[src/hw/pcwc_pkg.sv]
// Package: constants for the PLL calibration wait control block
package pcwc_pkg;
  // ----------------------------------------
  // Register offsets and fields
  // ----------------------------------------
  localparam logic [7:0] PCWC_OFS_WAIT_TIMES = 8'h77;
  localparam logic [7:0] PCWC_OFS_LOOP_BW    = 8'h78;
  localparam int         PCWC_CLW_LSB        = 2;
  localparam int         PCWC_VCO_LSB        = 0;
  localparam int         PCWC_NBW_BIT        = 0;
  localparam logic [1:0] PCWC_CLW_RESET      = 2'h0;
  localparam logic [1:0] PCWC_VCO_RESET      = 2'h1;
  localparam logic       PCWC_NBW_RESET      = 1'b0;
  // ----------------------------------------
  // Timing, in microseconds and clock cycles, clock rate and counter width
  // ----------------------------------------
  localparam int unsigned PCWC_CLK_MHZ   = 50;
  localparam int unsigned PCWC_CLW0_US   = 30;
  localparam int unsigned PCWC_CLW1_US   = 300;
  localparam int unsigned PCWC_CLW2_US   = 30000;
  localparam int unsigned PCWC_CLW3_US   = 300000;
  localparam int unsigned PCWC_VCO0_US   = 20;
  localparam int unsigned PCWC_VCO1_US   = 400;
  localparam int unsigned PCWC_VCO2_US   = 8000;
  localparam int unsigned PCWC_VCO3_US   = 200000;
  localparam int unsigned PCWC_CLW0_CYC  = PCWC_CLW0_US * PCWC_CLK_MHZ;
  localparam int unsigned PCWC_VCO0_CYC  = PCWC_VCO0_US * PCWC_CLK_MHZ;
  localparam int          PCWC_CNT_W     = 24;
  // ----------------------------------------
  // Calibration sequence
  // ----------------------------------------
  typedef enum logic [1:0] {
    PCWC_IDLE = 2'b00,
    PCWC_VCO  = 2'b01,
    PCWC_CLSD = 2'b11,
    PCWC_DONE = 2'b10
  } pcwc_state_type;
endpackage

[src/hw/pcwc_timer.sv]
// Down counter timing one wait period in always-on clock cycles
`timescale 1ns/100ps
module pcwc_timer
  import pcwc_pkg::*;
#(
  parameter int CNT_W = PCWC_CNT_W
) (
  input  wire logic             clk_sys,
  input  wire logic             rst_n,
  input  wire logic             load,
  input  wire logic [CNT_W-1:0] cycles,
  output logic                  expire_q
);
  logic [CNT_W-1:0] cnt_q;
  logic [CNT_W-1:0] cnt_d;
  logic             run_q;
  logic             last;

  assign last  = run_q && (cnt_q == {{(CNT_W-1){1'b0}}, 1'b1});
  assign cnt_d = load ? cycles : (run_q ? cnt_q - 1'b1 : cnt_q);

  always_ff @(posedge clk_sys or negedge rst_n) begin
    if (!rst_n) begin
      cnt_q    <= '0;
      run_q    <= 1'b0;
      expire_q <= 1'b0;
    end else begin
      cnt_q    <= cnt_d;
      run_q    <= load || (run_q && !last);
      expire_q <= last && !load;
    end
  end
endmodule

[src/hw/pcwc_top.sv]
// PLL calibration wait timing and loop bandwidth select
`timescale 1ns/100ps
module pcwc_top
  import pcwc_pkg::*;
#(
  parameter int unsigned CLW1_CYC = PCWC_CLW1_US * PCWC_CLK_MHZ,
  parameter int unsigned CLW2_CYC = PCWC_CLW2_US * PCWC_CLK_MHZ,
  parameter int unsigned CLW3_CYC = PCWC_CLW3_US * PCWC_CLK_MHZ,
  parameter int unsigned VCO1_CYC = PCWC_VCO1_US * PCWC_CLK_MHZ,
  parameter int unsigned VCO2_CYC = PCWC_VCO2_US * PCWC_CLK_MHZ,
  parameter int unsigned VCO3_CYC = PCWC_VCO3_US * PCWC_CLK_MHZ
) (
  input  wire logic       clk_sys,
  input  wire logic       arst_n,
  input  wire logic       reg_wr,
  input  wire logic       reg_rd,
  input  wire logic [7:0] reg_addr,
  input  wire logic [7:0] reg_wdata,
  output logic      [7:0] reg_rdata_q,
  input  wire logic       eep_load,
  input  wire logic [7:0] eep_wait_times,
  input  wire logic [7:0] eep_loop_bw,
  input  wire logic       cal_start,
  output logic            cal_busy_q,
  output logic            vco_settle_wait_q,
  output logic            closed_loop_wait_q,
  output logic            cal_done_q,
  output logic            narrow_loop_bw_sel_q
);
  // ----------------------------------------
  // Reset release
  // ----------------------------------------
  logic [1:0] rst_sync_q;
  logic       rst_n;

  always_ff @(posedge clk_sys or negedge arst_n) begin
    if (!arst_n) begin
      rst_sync_q <= 2'b00;
    end else begin
      rst_sync_q <= {rst_sync_q[0], 1'b1};
    end
  end
  assign rst_n = rst_sync_q[1];

  // ----------------------------------------
  // Register file
  // ----------------------------------------
  logic [1:0] closed_loop_wait_sel_q;
  logic [1:0] vco_settle_wait_sel_q;
  logic       wr_wait;
  logic       wr_bw;
  logic       rd_wait;
  logic       rd_bw;
  logic [7:0] rdata_d;

  assign wr_wait = reg_wr && (reg_addr == PCWC_OFS_WAIT_TIMES);
  assign wr_bw   = reg_wr && (reg_addr == PCWC_OFS_LOOP_BW);
  assign rd_wait = reg_addr == PCWC_OFS_WAIT_TIMES;
  assign rd_bw   = reg_addr == PCWC_OFS_LOOP_BW;
  assign rdata_d = rd_wait ? {4'h0, closed_loop_wait_sel_q, vco_settle_wait_sel_q} :
                   rd_bw   ? {7'h00, narrow_loop_bw_sel_q} : 8'h00;

  always_ff @(posedge clk_sys or negedge rst_n) begin
    if (!rst_n) begin
      closed_loop_wait_sel_q <= PCWC_CLW_RESET;
      vco_settle_wait_sel_q  <= PCWC_VCO_RESET;
      narrow_loop_bw_sel_q   <= PCWC_NBW_RESET;
      reg_rdata_q            <= 8'h00;
    end else begin
      if (wr_wait) begin
        closed_loop_wait_sel_q <= reg_wdata[PCWC_CLW_LSB +: 2];
        vco_settle_wait_sel_q  <= reg_wdata[PCWC_VCO_LSB +: 2];
      end else if (eep_load) begin
        closed_loop_wait_sel_q <= eep_wait_times[PCWC_CLW_LSB +: 2];
        vco_settle_wait_sel_q  <= eep_wait_times[PCWC_VCO_LSB +: 2];
      end
      if (wr_bw) begin
        narrow_loop_bw_sel_q <= reg_wdata[PCWC_NBW_BIT];
      end else if (eep_load) begin
        narrow_loop_bw_sel_q <= eep_loop_bw[PCWC_NBW_BIT];
      end
      if (reg_rd) begin
        reg_rdata_q <= rdata_d;
      end
    end
  end

  // ----------------------------------------
  // Wait period decode
  // ----------------------------------------
  logic [1:0]            clw_code_q;
  logic [PCWC_CNT_W-1:0] vco_cycles;
  logic [PCWC_CNT_W-1:0] clw_cycles;

  assign vco_cycles = (vco_settle_wait_sel_q == 2'h0) ? PCWC_CNT_W'(PCWC_VCO0_CYC) :
                      (vco_settle_wait_sel_q == 2'h1) ? PCWC_CNT_W'(VCO1_CYC) :
                      (vco_settle_wait_sel_q == 2'h2) ? PCWC_CNT_W'(VCO2_CYC) :
                                                        PCWC_CNT_W'(VCO3_CYC);
  assign clw_cycles = (clw_code_q == 2'h0) ? PCWC_CNT_W'(PCWC_CLW0_CYC) :
                      (clw_code_q == 2'h1) ? PCWC_CNT_W'(CLW1_CYC) :
                      (clw_code_q == 2'h2) ? PCWC_CNT_W'(CLW2_CYC) :
                                             PCWC_CNT_W'(CLW3_CYC);

  // ----------------------------------------
  // Calibration sequence
  // ----------------------------------------
  pcwc_state_type state_q;
  pcwc_state_type state_d;
  logic           start_ok;
  logic           tmr_load;
  logic           tmr_expire;
  logic [PCWC_CNT_W-1:0] tmr_cycles;

  assign start_ok   = cal_start && (state_q == PCWC_IDLE);
  assign tmr_load   = start_ok || ((state_q == PCWC_VCO) && tmr_expire);
  assign tmr_cycles = start_ok ? vco_cycles : clw_cycles;

  always_comb begin
    state_d = state_q;
    case (state_q)
      PCWC_IDLE: begin
        if (cal_start) begin
          state_d = PCWC_VCO;
        end
      end
      PCWC_VCO: begin
        if (tmr_expire) begin
          state_d = PCWC_CLSD;
        end
      end
      PCWC_CLSD: begin
        if (tmr_expire) begin
          state_d = PCWC_DONE;
        end
      end
      PCWC_DONE: state_d = PCWC_IDLE;
      default:   state_d = PCWC_IDLE;
    endcase
  end

  always_ff @(posedge clk_sys or negedge rst_n) begin
    if (!rst_n) begin
      state_q            <= PCWC_IDLE;
      clw_code_q         <= PCWC_CLW_RESET;
      cal_busy_q         <= 1'b0;
      vco_settle_wait_q  <= 1'b0;
      closed_loop_wait_q <= 1'b0;
      cal_done_q         <= 1'b0;
    end else begin
      state_q            <= state_d;
      if (start_ok) begin
        clw_code_q <= closed_loop_wait_sel_q;
      end
      cal_busy_q         <= (state_d == PCWC_VCO) || (state_d == PCWC_CLSD);
      vco_settle_wait_q  <= state_d == PCWC_VCO;
      closed_loop_wait_q <= state_d == PCWC_CLSD;
      cal_done_q         <= state_d == PCWC_DONE;
    end
  end

  pcwc_timer #(
    .CNT_W (PCWC_CNT_W)
  ) u_timer (
    .clk_sys  (clk_sys),
    .rst_n    (rst_n),
    .load     (tmr_load),
    .cycles   (tmr_cycles),
    .expire_q (tmr_expire)
  );
endmodule

[config.mk]
export PLATFORM = sky130hd
export DESIGN_NAME = pcwc_top
export DESIGN_NICKNAME = d
export VERILOG_FILES = /design/src/hw/pcwc_pkg.sv /design/src/hw/pcwc_timer.sv /design/src/hw/pcwc_top.sv
export SDC_FILE = /design/constraint.sdc
export NUM_CORES = 1
export LEC_CHECK = 0
export BUFFER_PORTS_ARGS = -buffer_cell sky130_fd_sc_hd__clkbuf_2
export CAP_MARGIN = 20
export CORE_ASPECT_RATIO = 0.8
export CORE_UTILIZATION = 53
export DETAILED_ROUTE_END_ITERATION = 16
export HOLD_SLACK_MARGIN = 0.06
export PLACE_DENSITY_LB_ADDON = 0.25
export SLEW_MARGIN = 20
export SYNTH_ARGS = -nofsm -noshare
export SYNTH_HDL_FRONTEND = slang
export SYNTH_SLANG_ARGS = --single-unit
[constraint.sdc]
create_clock -name clk_sys -period 1.7 [get_ports clk_sys]
set_clock_uncertainty 0.05 [all_clocks]
set_input_delay 0.17 -clock clk_sys [delete_from_list [all_inputs] [get_ports clk_sys]]
set_output_delay 0.17 -clock clk_sys [all_outputs]
set_load 0.01 [all_outputs]
==> flow_summary_export.csv, run 1 <==
group,metric,value,unit
outcome,status,"complete, but fails checks",
outcome,failed_checks,"setup timing",
power,power_density,806,nW/um^2
synth,synth_common_cells,"dfrtp_1, nand2_1, nor2_1, a21oi_1, ha_1",
finish,nets,446,
cts,numClockSinks,45,
power,power.net_switching,1.07,mW
global_route,grt_pass1_wl,11600,um
routing,dr_total_vias,2652,
cts,clock_path_buffers,2,
worst_hold_path,min_delay_path_depth,3,
floorplan,core,4730,um^2
sta,rsz0062_at_grt,"yes",
finish,design_area,3870,um^2
cts,cts_made_buffers,5,
cts,htreeDepth,2,
sta,max_freq,526,MHz
synth,syn_area,2690,um^2
floorplan,io_pins,51,
worst_hold_path,min_to,"closed_loop_wait_sel_q[0]$_DFFE_PN0P_",
setup_path,critPathLaunchType,"flop",
routing,route.detailed.drc,0,
global_route,antenna_found_initial,0,
setup_path,r2r_end,"u_timer.expire_q$_DFF_PN0_",
placed_design,dpl.hpwl,5090,um
setup_path,crit_family,"simple AND/OR/NAND/NOR gates",
setup_path,worst-setup-path-type,"reg -> reg",
finish,drive_above_1_share,44.3,%
synth,synth_edf_count,0,
routing,antenna_left,0,
sta,fin_crit_sh,112,%
floorplan,die_area,5360,um^2
cts,cts_tree,"done",
global_route,grt_pass1_vias,2468,
sta,tightest_slew,0.571,ns
synth,synthDominantCellAreaShare,41.0,%
finish,multi_input_area,1730,um^2
power,clkPwrFrac,23.4,%
cts,clk_latency,0.32,ns
routing,viasPerCell,5.83,
finish,antenna-diode-count,0,
synth,synth_ff_type,"dfrtp_1",
setup_path,max_stage_delay,0.48,ns
routing,wl,7800,um
finish,seq_area,1130,um^2
synth,async_flop_share,100,%
floorplan,die_w,81.6,um
setup_path,reg2reg_slack,-0.20,ns
setup_path,end_kind,"flop",
sta,hold_viol_final,0,
global_route,grt-ovfl-total,0,
setup_path,cp.required,1.92,ns
sta,period_needed,1.90,ns
worst_hold_path,hp-class,"in -> reg",
power,p_leak,1.80,nW
placed_design,place_congestion,0.848,
job,drv_cap,0,
power,vdd_drop_max,607,uV
setup_path,r2r_start,"u_timer.cnt_q[17]$_DFFE_PN0P_",
finish,fill_cells,280,
power,power.total,3.12,mW
sta,slew_headroom,61.9,%
power,switching_share,34.3,%
power,pwr-share-comb,31.5,%
sta,layout_setup_ws,-0.203,ns
placed_design,portBuffers,31,
synth,syn_area_per_cell,9.27,um^2
routing,wl_per_cell,17.2,um
synth,syn_inst,290,
synth,synth.ff_latch_count,45,
sta,setup_viol,14,
worst_hold_path,hold_start,"reg_wdata[2]",
synth,synth.most_common_cell,"dfrtp_1",
setup_path,cp_slowest_cell,"or4_4",
cts,path_clk_slew,0.10,ns
sta,drv_slew,0,
cts,cts_root_buffer,"clkbuf_8",
synth,yosys.cell_types.count,62,
global_route,grt_max_degree,44,
setup_path,crit_chain,"or3_4 -> or4_4 -> and4bb_1 -> and3_1",
setup_path,cp_max_fo,3,
synth,ys_seq_area_share,41.9,%
routing,drt_iter0_drc,276,
setup_path,arrival,2.12,ns
power,p_int,2.05,mW
setup_path,rr_worst_depth,4,
synth,netlist_top_cells_area,"dfrtp_1, ha_1, nand2_1, nor2_1, a21oi_1",
finish,final_util,81.7,%
floorplan,die_h,65.7,um
placed_design,dpl_cell_area,3350,um^2
global_route,grt_util_all_layers,29.6,%
finish,syn2layout_area_growth,43.9,%
power,seqPwrFrac,45.1,%
floorplan,std_cell_rows,22,
synth,synth_warnings,0,
floorplan,start_util,56.8,%
synth,synth_area_leader_cell,"dfrtp_1",
routing,first_pass_iters,7,
setup_path,worst-path-buf-inv,0,
[cell usage in the layout (no fill, tap or decap), types with 4 or more instances in the layout]
cell type,n
xnor2_1,6
nor3_4,7
nand2_4,4
ha_1,10
a31oi_1,6
dfrtp_1,38
o21ai_0,11
or3_1,5
clkbuf_8,5
nor2_1,21
a21oi_1,16
o22a_1,5
nor2_2,4
a21oi_2,4
nand3_1,4
inv_2,5
buf_4,65
dlygate4sd3_1,5
buf_6,6
clkbuf_2,31
o21a_1,5
conb_1,5
nand2_1,22
mux2i_1,5
inv_1,8
dfrtp_2,6
xor2_1,6
nor3_1,5
[power by group through the flow]
stage,Combinational (mW),Sequential (mW),Clock (mW)
after detailed placement,0.749,1.41,0
after floorplan,0.354,1.43,0
final,0.981,1.41,0.729
after global routing,1.06,1.43,0.779
after CTS,0.849,1.40,0.742
after global placement,0.732,1.40,0
[how the worst max path moves through the flow]
stage                                                to  slack, ns  cells after the start                                 start
after floorplan           u_timer.cnt_q[17]$_DFFE_PN0P_      -0.12                      7  vco_settle_wait_sel_q[0]$_DFFE_PN1P_
after global placement    u_timer.cnt_q[17]$_DFFE_PN0P_      -0.13                      7  vco_settle_wait_sel_q[0]$_DFFE_PN1P_
after detailed placement  u_timer.cnt_q[17]$_DFFE_PN0P_      -0.16                      7  vco_settle_wait_sel_q[0]$_DFFE_PN1P_
after CTS                    u_timer.expire_q$_DFF_PN0_      -0.16                      4         u_timer.cnt_q[17]$_DFFE_PN0P_
after global routing      u_timer.cnt_q[18]$_DFFE_PN0P_      -0.22                      7          u_timer.cnt_q[1]$_DFFE_PN0P_
final                        u_timer.expire_q$_DFF_PN0_      -0.20                      4         u_timer.cnt_q[17]$_DFFE_PN0P_
[cell families after synthesis]
logic type,after synthesis,synth area share [%]
AO/OA/AOI/OAI,70,17.3
XOR/XNOR,12,3.91
adder cells (fa/ha/maj),14,6.52
buffers and inverters,27,4.61
flip-flops,45,41.9
multiplexers,5,1.86
other,2,0.279
AND/OR/NAND/NOR,115,23.6
[worst min-delay path, stage by stage]
cell      delay (ns)
clkbuf_2        0.07
nor2_1          0.04
a21oi_1         0.12
[registers in the layout, summed over array words and instances (netlist names)]
signal	cells
narrow_loop_bw_sel_q	1
vco_settle_wait_q	1
reg_rdata_q	4
closed_loop_wait_q	1
rst_sync_q	2
u_timer.cnt_q	24
closed_loop_wait_sel_q	2
vco_settle_wait_sel_q	2
u_timer.expire_q	1
clw_code_q	2
cal_busy_q	1
cal_done_q	1
state_q	2
u_timer.run_q	1
[layout make-up]
class,count,area share [%]
sequential,45,29.3
multi-input combinational,221,44.8
inverter,13,1.26
clock inverter,3,0.647
timing repair buffer,108,20.2
tap,60,1.94
clock buffer,5,1.78
[through the flow]
stage / setup WS (ns) / setup TNS [ns] / hold WS, ns / std cells
floorplan: -0.119 / -0.455 / -0.176 / 293
global placement: -0.127 / -0.736 / -0.0898 / 430
detailed placement: -0.157 / -1.13 / -0.0883 / 430
CTS: -0.161 / -1.15 / 0.0662 / 448
global route: -0.219 / -2.72 / 0.0871 / 455
finish: -0.203 / -1.54 / 0.0787 / 455
[per-layer routing]
layer	track usage [%]	up-vias	part of all wire, %
met5	0	-	0
met4	10.1	0	1.7
met3	5.42	18	6.8
met2	48.0	119	49
met1	39.4	1278	43
li1	-	1237	-
[timing repair]
action	CTS	global route
gates resized for setup	21	47
buffers inserted	5	7
hold buffers	5	0
endpoints found under the setup margin	16	22
pin swaps	18	26
endpoints found under the hold margin	6	0
(Power assumes the default switching activity.)
==> inputs of run 2 (changes only) <==
Settings changed: CORE_MARGIN set to 2, CTS_CLUSTER_DIAMETER set to 80.
==> run 2 against run 1 <==
Die area rose by 5.6%. Sequential share of layout area grew 1.3 points. Cell count decreased by 2.2%. The flow still finishes with violations (setup timing).
==> flow_summary_export.csv, run 2 (same netlist as run 1, synthesis figures left out) <==
group,metric,value,unit
setup_path,r2r_start,"u_timer.cnt_q[17]$_DFFE_PN0P_",
routing,first_pass_iters,5,
floorplan,core,4950,um^2
job,drv_cap,0,
routing,antenna_left,0,
finish,mostFrequentLayoutCell,"buf_4",
placed_design,dpl.hpwl,5150,um
cts,numClockSinks,45,
cts,clk_latency,0.31,ns
setup_path,crit_chain,"or3_4 -> or4_4 -> and4bb_1 -> and3_1",
routing,wl_per_cell,16.5,um
finish,antenna-diode-count,0,
setup_path,max_stage_delay,0.48,ns
placed_design,place_congestion,0.947,
floorplan,io_pins,51,
routing,route.detailed.drc,0,
power,p_leak,1.69,nW
global_route,grt_pass1_wl,11600,um
cts,htreeDepth,2,
floorplan,die_w,83.6,um
cts,path_clk_slew,0.09,ns
cts,cts_made_buffers,5,
global_route,grt-ovfl-total,0,
finish,syn2layout_area_growth,37.7,%
routing,dr_total_vias,2590,
sta,tns,-1.56,ns
setup_path,startpoint,"u_timer.cnt_q[17]$_DFFE_PN0P_",
routing,viasPerCell,5.82,
worst_hold_path,hp-class,"in -> reg",
sta,tightest_slew,0.520,ns
setup_path,worst-path-buf-inv,0,
power,power_density,808,nW/um^2
sta,layout_setup_ws,-0.181,ns
finish,drive_above_1_share,40.2,%
outcome,failed_checks,"setup timing",
setup_path,cp-endpoint,"u_timer.expire_q$_DFF_PN0_",
cts,cts_tree,"done",
sta,hold_viol_final,0,
setup_path,crit_family,"simple AND/OR/NAND/NOR gates",
setup_path,cp.required,1.90,ns
cts,cts_root_buffer,"clkbuf_8",
floorplan,die_h,67.7,um
global_route,antenna_found_initial,0,
setup_path,r2r_end,"u_timer.expire_q$_DFF_PN0_",
placed_design,portBuffers,31,
sta,max_freq,532,MHz
setup_path,rr_worst_depth,4,
floorplan,start_util,54.3,%
setup_path,end_kind,"flop",
setup_path,cp_max_fo,3,
sta,slew_headroom,65.3,%
setup_path,reg2reg_slack,-0.18,ns
global_route,grt_max_degree,23,
finish,registers.top_by_ff_count,"u_timer.cnt_q",
sta,setup_viol,13,
setup_path,arrival,2.08,ns
floorplan,die_area,5660,um^2
power,vdd_drop_max,692,uV
setup_path,cp_slowest_cell,"or4_4",
sta,rsz0062_at_grt,"yes",
outcome,status,"complete, but fails checks",
sta,fin_crit_sh,111,%
sta,drv_slew,0,
setup_path,worst-setup-path-type,"reg -> reg",
placed_design,place_inst,430,
global_route,grt_util_all_layers,26.3,%
setup_path,critPathLaunchType,"flop",
finish,layout_common_cells,"buf_4, dfrtp_1, clkbuf_2",
finish,nets,434,
finish,fill_cells,361,
cts,clock_path_buffers,2,
finish,final_cells,445,
floorplan,std_cell_rows,23,
sta,period_needed,1.88,ns
global_route,grt_pass1_vias,2410,
finish,reg_top3,"u_timer.cnt_q (24), reg_rdata_q (4)",
routing,wl,7350,um
setup_path,crit_cells,4,
routing,drt_iter0_drc,268,
finish,largest_reg_flops,24,
-- run 2: cell count changes in the layout (fill, tap and decap cells not counted), sizes merged --
| cell | previous run | this run |
|---|---|---|
| clkinvlp | 1 | 0 |
| buf | 72 | 62 |
| dlygate4sd3 | 5 | 3 |
| clkbuf | 36 | 38 |
| clkinv | 0 | 1 |
| inv | 15 | 13 |
-- run 2: worst register-to-register path, cell delays in order, from the launching register on --
cell and delay (ns):
dfrtp_1 0.41, or3_4 0.40, or4_4 0.48, and4bb_1 0.31, and3_1 0.17
-- run 2: cell type report --
class                   instances  area [um^2]  share of cell area (%)
multi-input cells             221         1670                    45.1
flip-flops and latches         45         1130                    30.7
repair buffers                 96          687                    18.6
well taps                      62         77.6                    2.10
clock buffers                   7         76.3                    2.06
inverters                      13         51.3                    1.39
clock inverters                 1         5.00                   0.135
-- run 2: stage by stage --
stage	power (mW)	worst slack, ns	utilization (%)	instance area, um^2	hold WS (ns)
after detailed placement	2.17	-0.160	67.7	3350	-0.0889
after global placement	2.15	-0.125	67.7	3350	-0.0924
after CTS	2.90	-0.155	72.2	3570	0.0605
final	2.99	-0.181	74.7	3700	0.0570
after global routing	3.14	-0.303	74.7	3700	0.0739
after floorplan	1.79	-0.119	-	2730	-0.176
-- run 2: what timing repair did --
action / 4_1_cts / 5_1_grt
setup endpoints to repair: 16 / 21
hold buffers: 3 / 0
setup buffers: 4 / 1
pin swaps: 16 / 20
endpoints found under the hold margin: 4 / 0
gates cloned: 0 / 0
resized for setup: 20 / 32
-- run 2: worst min-delay path by stage --
stage	startpoint	to	slack, ns	cells after the start
after global placement	arst_n	rst_sync_q[0]$_DFF_PN0_	-0.09	1
after floorplan	arst_n	rst_sync_q[0]$_DFF_PN0_	-0.18	0
after detailed placement	arst_n	rst_sync_q[0]$_DFF_PN0_	-0.09	1
after CTS	reg_wdata[1]	vco_settle_wait_sel_q[1]$_DFFE_PN0P_	0.06	3
after global routing	reg_wdata[3]	closed_loop_wait_sel_q[1]$_DFFE_PN0P_	0.07	3
final	reg_wdata[1]	vco_settle_wait_sel_q[1]$_DFFE_PN0P_	0.06	3
-- run 2: where the power goes --
group	internal [mW]	leakage, nW	switching (mW)
combinational	0.476	1.11	0.417
sequential	1.23	0.536	0.199
clock	0.289	0.0422	0.379
-- run 2: per-layer routing --
metal  vias to the layer above  global-route usage, %  wire length [um]
met5                         -                      0                 0
met4                         0                   9.07               117
met2                       111                   41.1              3430
met1                      1242                   37.3              3340
li1                       1221                      -                 -
met3                        16                   4.65               469
